[config.mk]
export PLATFORM = sky130hd
export DESIGN_NAME = smie_exec
export DESIGN_NICKNAME = d
export VERILOG_FILES = /design/src/logic/smie_pkg.sv /design/src/logic/smie_data_mem.sv /design/src/logic/smie_exec.sv
export SDC_FILE = /design/constraint.sdc
export NUM_CORES = 2
export LEC_CHECK = 0
export ABC_CLOCK_PERIOD_IN_PS = 17300
export BUFFER_PORTS_ARGS = -buffer_cell sky130_fd_sc_hd__buf_4
export CAP_MARGIN = 20
export CORE_MARGIN = 2
export CORE_UTILIZATION = 39
export CTS_CLUSTER_DIAMETER = 50
export DETAILED_ROUTE_END_ITERATION = 8
export PLACE_DENSITY = 0.57
export SYNTH_ARGS = -nofsm -noshare
export SYNTH_HDL_FRONTEND = slang
export SYNTH_SLANG_ARGS = --single-unit
[constraint.sdc]
create_clock -name clk_sys -period 17.3 [get_ports clk_sys]
set_input_delay 0.865 -clock clk_sys [delete_from_list [all_inputs] [get_ports clk_sys]]
set_output_delay 0.865 -clock clk_sys [all_outputs]
set_load 0.02 [all_outputs]
[src/logic/smie_pkg.sv]
// Package of constants and types for the shift, move and indirect load unit.
`default_nettype none
package smie_pkg;
  // ********************
  // Bus map
  // ********************
  localparam int ADR_W = 11;
  localparam logic [10:0] ADR_CMD = 11'h000;
  localparam logic [10:0] ADR_WREG = 11'h004;
  localparam logic [10:0] ADR_STATUS = 11'h008;
  localparam logic [10:0] ADR_PTR0 = 11'h00C;
  localparam logic [10:0] ADR_PTR1 = 11'h010;
  localparam int MEM_SEL_BIT = 10;
  localparam int MEM_AW = 8;
  // ********************
  // Command word fields
  // ********************
  localparam int CMD_F_LSB = 0;
  localparam int CMD_D_BIT = 7;
  localparam int CMD_OP_LSB = 8;
  localparam int CMD_PTR_BIT = 10;
  localparam int CMD_REL_BIT = 11;
  localparam int CMD_CODE_LSB = 12;
  localparam int CMD_OFF_LSB = 14;
  // ********************
  // Status fields and reset values
  // ********************
  localparam int STAT_C_BIT = 0;
  localparam int STAT_Z_BIT = 1;
  localparam int STAT_BUSY_BIT = 2;
  localparam logic [7:0] WREG_RST = 8'h00;
  localparam logic [15:0] PTR_RST = 16'h0000;
  localparam logic [31:0] CMD_RST = 32'h0000_0000;
  // ********************
  // Types
  // ********************
  typedef enum logic [1:0] {
    SMIE_LOGICAL_SHIFT_LEFT_OP = 2'h0,
    SMIE_LOGICAL_SHIFT_RIGHT_OP = 2'h1,
    SMIE_MOVE_FILE_OP = 2'h2,
    SMIE_INDIRECT_LOAD_OP = 2'h3
  } smie_op_t;
  typedef enum logic [1:0] {
    SMIE_PRE_INC = 2'h0,
    SMIE_PRE_DEC = 2'h1,
    SMIE_POST_INC = 2'h2,
    SMIE_POST_DEC = 2'h3
  } smie_code_t;
  typedef enum logic [2:0] {
    SMIE_IDLE = 3'h1,
    SMIE_FETCH = 3'h2,
    SMIE_EXEC = 3'h4
  } smie_state_t;
endpackage : smie_pkg
`default_nettype wire

[src/logic/smie_data_mem.sv]
// Byte-wide data memory with registered read data.
`default_nettype none
module smie_data_mem
  import smie_pkg::*;
(
  input wire logic clk_sys,
  input wire logic we,
  input wire logic [MEM_AW-1:0] addr,
  input wire logic [7:0] wdata,
  output logic [7:0] rdata
);
  logic [7:0] store [0:(1<<MEM_AW)-1];

  always_ff @(posedge clk_sys) begin
    if (we) begin
      store[addr] <= wdata;
    end
    rdata <= store[addr];
  end
endmodule : smie_data_mem
`default_nettype wire

[src/logic/smie_exec.sv]
// Execution unit for shifts, file move and indirect load, Wishbone slave.
//
// Local design decisions: the Wishbone slave port and the address map.
`default_nettype none
module smie_exec
  import smie_pkg::*;
(
  input wire logic clk_sys,
  input wire logic srst,
  input wire logic wb_cyc_i,
  input wire logic wb_stb_i,
  input wire logic wb_we_i,
  input wire logic [ADR_W-1:0] wb_adr_i,
  input wire logic [31:0] wb_dat_i,
  input wire logic [3:0] wb_sel_i,
  output logic [31:0] wb_dat_o,
  output logic wb_ack_o
);
  // ********************
  // Functions
  // ********************
  function automatic logic [31:0] bmerge(input logic [31:0] old,
      input logic [31:0] nw, input logic [3:0] sel);
    logic [31:0] r;
    r = old;
    for (int i = 0; i < 4; i++) begin
      if (sel[i]) begin
        r[i*8 +: 8] = nw[i*8 +: 8];
      end
    end
    return r;
  endfunction : bmerge
  function automatic logic [15:0] step(input logic [15:0] p,
      input logic dec);
    return dec ? p - 16'h0001 : p + 16'h0001;
  endfunction : step
  function automatic logic [15:0] lane16(input logic [15:0] old,
      input logic [31:0] nw, input logic [3:0] sel);
    return {sel[1] ? nw[15:8] : old[15:8], sel[0] ? nw[7:0] : old[7:0]};
  endfunction : lane16
  // ********************
  // Declarations
  // ********************
  smie_state_t state, next_state;
  smie_op_t op_q, c_op;
  smie_code_t c_code;
  logic req_q, mem_rd_q, carry, zero, d_q, is_mem, bus_wr, start;
  logic c_idx, c_rel, c_d, res_c, to_w, mem_we;
  logic [31:0] reg_rdata, cmd;
  logic [15:0] ptr0, ptr1, ea, pval, next_ea, next_ptr;
  logic [7:0] wreg, mem_rdata, res, mem_wdata;
  logic [6:0] c_f;
  logic [5:0] c_off;
  logic [MEM_AW-1:0] mem_addr;
  // ********************
  // Bus slave
  // ********************
  assign is_mem = wb_adr_i[MEM_SEL_BIT];
  assign bus_wr = req_q & wb_we_i;
  assign start = bus_wr & !is_mem & (wb_adr_i == ADR_CMD);
  always_ff @(posedge clk_sys) begin
    if (srst) begin
      req_q <= 1'b0;
      wb_ack_o <= 1'b0;
      mem_rd_q <= 1'b0;
    end else begin
      req_q <= wb_cyc_i & wb_stb_i & !req_q & !wb_ack_o &
               (state == SMIE_IDLE);
      wb_ack_o <= req_q;
      mem_rd_q <= req_q & is_mem;
    end
  end
  always_ff @(posedge clk_sys) begin
    if (srst) begin
      reg_rdata <= 32'h0000_0000;
    end else if (req_q) begin
      if (is_mem) begin
        reg_rdata <= 32'h0000_0000;
      end else if (wb_adr_i == ADR_CMD) begin
        reg_rdata <= cmd;
      end else if (wb_adr_i == ADR_WREG) begin
        reg_rdata <= {24'h00_0000, wreg};
      end else if (wb_adr_i == ADR_STATUS) begin
        reg_rdata <= {29'h0000_0000, 1'b0, zero, carry};
      end else if (wb_adr_i == ADR_PTR0) begin
        reg_rdata <= {16'h0000, ptr0};
      end else if (wb_adr_i == ADR_PTR1) begin
        reg_rdata <= {16'h0000, ptr1};
      end else begin
        reg_rdata <= 32'h0000_0000;
      end
    end
  end
  assign wb_dat_o = mem_rd_q ? {24'h00_0000, mem_rdata} : reg_rdata;
  always_ff @(posedge clk_sys) begin
    if (srst) begin
      cmd <= CMD_RST;
    end else if (start) begin
      cmd <= bmerge(cmd, wb_dat_i, wb_sel_i);
    end
  end
  // ********************
  // Command decode and effective address
  // ********************
  always_comb begin
    logic [31:0] nc;
    nc = bmerge(cmd, wb_dat_i, wb_sel_i);
    c_f = nc[CMD_F_LSB +: 7];
    c_op = smie_op_t'(nc[CMD_OP_LSB +: 2]);
    c_idx = nc[CMD_PTR_BIT];
    c_rel = nc[CMD_REL_BIT];
    c_code = smie_code_t'(nc[CMD_CODE_LSB +: 2]);
    c_off = nc[CMD_OFF_LSB +: 6];
    c_d = nc[CMD_D_BIT];
  end
  always_comb begin
    pval = c_idx ? ptr1 : ptr0;
    next_ptr = pval;
    next_ea = {9'h000, c_f};
    if (c_op == SMIE_INDIRECT_LOAD_OP) begin
      if (c_rel) begin
        next_ea = pval + {{10{c_off[5]}}, c_off};
      end else begin
        case (c_code)
          SMIE_PRE_INC, SMIE_PRE_DEC: begin
            next_ptr = step(pval, c_code[0]);
            next_ea = next_ptr;
          end
          default: begin
            next_ptr = step(pval, c_code[0]);
            next_ea = pval;
          end
        endcase
      end
    end else if (c_f == 7'h00) begin
      next_ea = ptr0;
    end else if (c_f == 7'h01) begin
      next_ea = ptr1;
    end
  end
  always_ff @(posedge clk_sys) begin
    if (srst) begin
      ea <= 16'h0000;
      op_q <= SMIE_LOGICAL_SHIFT_LEFT_OP;
      d_q <= 1'b0;
    end else if (start) begin
      ea <= next_ea;
      op_q <= c_op;
      d_q <= c_d;
    end
  end
  // ********************
  // Sequencer
  // ********************
  always_comb begin
    case (state)
      SMIE_IDLE: next_state = start ? SMIE_FETCH : SMIE_IDLE;
      SMIE_FETCH: next_state = SMIE_EXEC;
      SMIE_EXEC: next_state = SMIE_IDLE;
      default: next_state = SMIE_IDLE;
    endcase
  end
  always_ff @(posedge clk_sys) begin
    if (srst) begin
      state <= SMIE_IDLE;
    end else begin
      state <= next_state;
    end
  end
  // ********************
  // Datapath
  // ********************
  always_comb begin
    res_c = carry;
    case (op_q)
      SMIE_LOGICAL_SHIFT_LEFT_OP: begin
        res = {mem_rdata[6:0], 1'b0};
        res_c = mem_rdata[7];
      end
      SMIE_LOGICAL_SHIFT_RIGHT_OP: begin
        res = {1'b0, mem_rdata[7:1]};
        res_c = mem_rdata[0];
      end
      default: res = mem_rdata;
    endcase
  end
  assign to_w = (op_q == SMIE_INDIRECT_LOAD_OP) | !d_q;
  assign mem_we = ((state == SMIE_EXEC) & !to_w) |
                  (bus_wr & is_mem & wb_sel_i[0]);
  assign mem_addr = (state == SMIE_IDLE) ? wb_adr_i[9:2] : ea[7:0];
  assign mem_wdata = (state == SMIE_EXEC) ? res : wb_dat_i[7:0];
  smie_data_mem u_mem (
    .clk_sys(clk_sys),
    .we(mem_we),
    .addr(mem_addr),
    .wdata(mem_wdata),
    .rdata(mem_rdata)
  );
  always_ff @(posedge clk_sys) begin
    if (srst) begin
      wreg <= WREG_RST;
    end else if ((state == SMIE_EXEC) & to_w) begin
      wreg <= res;
    end else if (bus_wr & !is_mem & (wb_adr_i == ADR_WREG) & wb_sel_i[0]) begin
      wreg <= wb_dat_i[7:0];
    end
  end
  always_ff @(posedge clk_sys) begin
    if (srst) begin
      carry <= 1'b0;
      zero <= 1'b0;
    end else if (state == SMIE_EXEC) begin
      zero <= (res == 8'h00);
      if (op_q == SMIE_LOGICAL_SHIFT_LEFT_OP ||
          op_q == SMIE_LOGICAL_SHIFT_RIGHT_OP) begin
        carry <= res_c;
      end
    end else if (bus_wr & !is_mem & (wb_adr_i == ADR_STATUS) &
                 wb_sel_i[0]) begin
      carry <= wb_dat_i[STAT_C_BIT];
      zero <= wb_dat_i[STAT_Z_BIT];
    end
  end
  always_ff @(posedge clk_sys) begin
    if (srst) begin
      ptr0 <= PTR_RST;
    end else if (start & (c_op == SMIE_INDIRECT_LOAD_OP) & !c_idx) begin
      ptr0 <= next_ptr;
    end else if (bus_wr & !is_mem & (wb_adr_i == ADR_PTR0)) begin
      ptr0 <= lane16(ptr0, wb_dat_i, wb_sel_i);
    end
  end
  always_ff @(posedge clk_sys) begin
    if (srst) begin
      ptr1 <= PTR_RST;
    end else if (start & (c_op == SMIE_INDIRECT_LOAD_OP) & c_idx) begin
      ptr1 <= next_ptr;
    end else if (bus_wr & !is_mem & (wb_adr_i == ADR_PTR1)) begin
      ptr1 <= lane16(ptr1, wb_dat_i, wb_sel_i);
    end
  end

  logic exec_ind;
  assign exec_ind = start & (c_op == SMIE_INDIRECT_LOAD_OP) & !c_idx &
                    !c_rel;
endmodule : smie_exec
`default_nettype wire

==> flow_summary_export.csv <==
group,metric,value,unit
run_status,status,"complete, no violations",
critical_path,critical_path_buf_inv_count,3,
logic_synthesis,synth_area,0.0895,mm2
floorplanning,initial_core_util,39.3,%
global_route,grt_max_degree,209,
logic_synthesis,synth_edf_count,2048,
routing,drtPass1Iterations,8,
routing,wl,286,mm
floorplanning,core,0.228,mm2
global_route,grt_pass1_vias,55440,
critical_path,crit_cells,11,
timing,tightest_slew,1.37,ns
min_path,hold_class,"in2reg",
critical_path,worstPathArrival,6.93,ns
critical_path,worstSetupEndpoint,"u_mem.rdata[7]",
timing,finalMaxSlewViolations,0,
timing,fmax,162,MHz
critical_path,r2r-end,"u_mem.rdata[7]",
critical_path,worstSetupPathType,"reg2reg",
logic_synthesis,synth_nets,6806,
pwr,power_density,113,mW/mm2
finish,drive_above_1_share,11.1,%
routing,drc,0,
timing,post-route-period-util,35.8,%
timing,slew_headroom,8.48,%
placed_design,gp_congestion,0.927,
clock_network,path_clk_slew,0.06,ns
timing,rsz0062_at_grt,"false",
floorplanning,dieWidth,483,um
floorplanning,io_pins,85,
clock_network,worstSkewPairLatency,0.87,ns
pwr,cellLeakagePower,33.5,nW
routing,first_iter_violations,7838,
clock_network,post_cts_resized,0,
finish,final_nets,6822,
global_route,gr-total-overflow,0,
floorplanning,fp.dieH,483,um
placed_design,post-place-cells,9515,
critical_path,r2r_cells,11,
critical_path,startpoint_type,"flop",
critical_path,end_kind,"flop",
min_path,holdPathStages,3,
logic_synthesis,ys.flop_type,"edfxtp_1",
critical_path,max_stage_delay,1.09,ns
routing,vias,58874,
clock_network,cts_buffers,239,
routing,vias_per_cell,5.90,
clock_network,cts_hold_buffers,0,
logic_synthesis,yosysSeqAreaShare,71.6,%
global_route,grtUsageTotal,24.1,%
logic_synthesis,synth-warning-count,0,
finish,area_growth,13.0,%
timing,fin_tns_setup,0,ns
timing,final.min_clock_period,6.19,ns
routing,routedWlPerCell,28.6,um
routing,drtAntennaViolNets,0,
critical_path,ff2ff_setup_slack,11.11,ns
pwr,ir_drop,0.107,mV
critical_path,critPathLaunch,"state[0]",
flow_run,max-cap-violations,0,
logic_synthesis,synth_cells,6740,
clock_network,cts_setup_buffers,0,
floorplanning,rows,175,
critical_path,r2r-start,"state[0]",
clock_network,clockRootBuffer,"clkbuf_16",
critical_path,worstPathRequired,18.04,ns
clock_network,cts_sinks,2176,
logic_synthesis,synth_cell_types,78,
critical_path,critPathMaxFanout,60,
global_route,antenna_found_initial,10,
floorplanning,die-area,0.233,mm2
global_route,grt_pass1_wl,408,mm
logic_synthesis,synthArstFlopShare,0,%
finish,final_core_util,44.4,%
critical_path,cp_slowest_cell,"o21ai_0",
clock_network,cts.htree.levels,4,
timing,skew,0.0425,ns
clock_network,cts_buffer_depth,3,
timing,finalHoldViolations,0,
placed_design,hpwl,172,mm
critical_path,path_cells,"or3b_4 > mux2_8 > buf_4 > buf_4 > and3_1 > a311oi_1 > o21ai_0 > nand3_1 > a2111oi_0 > buf_1 > nand3_1",
finish,stdcell_count,9983,
logic_synthesis,avgSynthCellArea,13.3,um2
placed_design,numPortBuffers,84,
critical_path,critPathTopFamily,"compound AO/OA/AOI/OAI gates",
timing,finalSetupViolations,0,
logic_synthesis,ys_seq_elements,2176,
clock_network,cts_tree,"yes",
## cell usage in the layout, fill, tap and decap left out, drive strengths merged, types with 8 or more instances in the layout
cell type,count
a2111oi,9
a211oi,64
a21o,8
a21oi,115
a221oi,10
a222oi,9
a22o,22
a22oi,29
a311oi,124
a31oi,122
a32oi,60
and2,10
and3,131
buf,233
bufinv,20
clkbuf,298
clkinv,99
clkinvlp,18
dfxtp,128
edfxtp,2048
ha,13
inv,47
mux2,39
mux2i,129
mux4,124
nand2,1600
nand3,657
nand4,27
nor2,432
nor2b,32
nor3,60
nor4,17
o211ai,22
o21ai,87
o22ai,24
or3,8
xnor2,13
## registers in the layout (all words and copies together), names as in the netlist
register and count:
state 3, mem_rd_q 1, zero 1, ea 8, ptr1 16, ptr0 16, u_mem.rdata 8, reg_rdata 32
u_mem.store 2048, req_q 1, carry 1, cmd 32, wb_ack_o 1, wreg 8
## worst register-to-register path, cell delays in order (launching register included)
cell	delay (ns)
dfxtp_1	0.36
or3b_4	0.66
mux2_8	0.78
buf_4	0.72
buf_4	0.78
and3_1	0.30
a311oi_1	0.08
o21ai_0	1.09
nand3_1	0.33
a2111oi_0	0.58
buf_1	0.27
nand3_1	0.12
## stage by stage
step | total power [mW] | instance area [um2] | setup slack, ns | hold WS (ns)
after floorplan | 6.26 | 89500 | 4.15 | 0.417
after global placement | 6.46 | 93000 | 10.56 | 0.435
after detailed placement | 6.47 | 93100 | 10.91 | 0.439
after CTS | 11.4 | 101000 | 11.33 | 0.197
after global routing | 11.7 | 101000 | 10.96 | 0.229
final | 11.4 | 101000 | 11.11 | 0.253
## area by class of cell
| class | instances | area (um2) |
|---|---|---|
| Antenna cell | 7 | 17.5 |
| Clock buffer | 297 | 6250 |
| Clock inverter | 155 | 1540 |
| Fill cell | 20355 | 127000 |
| Inverter | 29 | 109 |
| Multi-Input combinational cell | 4076 | 23400 |
| Sequential cell | 2176 | 64100 |
| Tap cell | 3009 | 3760 |
| Timing Repair Buffer | 234 | 1930 |
## power breakdown
part	leakage [nW]	internal [mW]	total, mW	switching, mW
Sequential	19.4	5.76	5.77	0.0163
Clock	3.75	2.88	5.06	2.18
Combinational	10.3	0.148	0.593	0.445
## per-layer routing
metal | share of wire, % | global-route usage [%] | routed length, um | up-vias
li1 | - | - | - | 25307
met1 | 40 | 33.4 | 115000 | 29972
met2 | 46 | 37.1 | 130000 | 3026
met3 | 9.8 | 5.10 | 28000 | 561
met4 | 4.2 | 9.49 | 12000 | 8
met5 | 0.017 | 0 | 49 | -
## how the worst min path moves through the flow
stage | startpoint | to | slack [ns]
after floorplan | reg_rdata[10] | reg_rdata[10] | 0.42
after detailed placement | reg_rdata[1] | reg_rdata[1] | 0.44
after global routing | wb_adr_i[10] | mem_rd_q | 0.23
after CTS | wb_adr_i[10] | mem_rd_q | 0.20
final | wb_dat_i[22] | cmd[22] | 0.25
after global placement | reg_rdata[5] | reg_rdata[5] | 0.43
## logic make-up after synthesis
group | share of synthesized area, %
flops | 71.6
compound gates | 5.88
fa+ha+maj | 0.204
mux | 5.17
xor+xnor | 0.196
simple gates | 14.4
buf+inv | 2.55
## cells in the mapped netlist (28+ instances only)
cell type,n,area [um2]
a311oi_1,124,1090
o21ai_0,86,430
a211oi_1,64,480
mux4_2,108,2430
a32oi_1,60,526
dfxtp_1,128,2560
a21oi_1,114,571
mux2_2,38,428
nand3_1,657,3290
nor2b_1,32,200
buf_2,119,596
edfxtp_1,2048,61500
a22oi_1,29,218
inv_1,28,105
and3_1,131,820
nand2_1,1600,6010
mux2i_1,124,1240
nor2_1,432,1620
buf_1,53,199
clkbuf_1,238,893
a31oi_1,122,763
nor3_1,60,300
(Power assumes the default switching activity.)
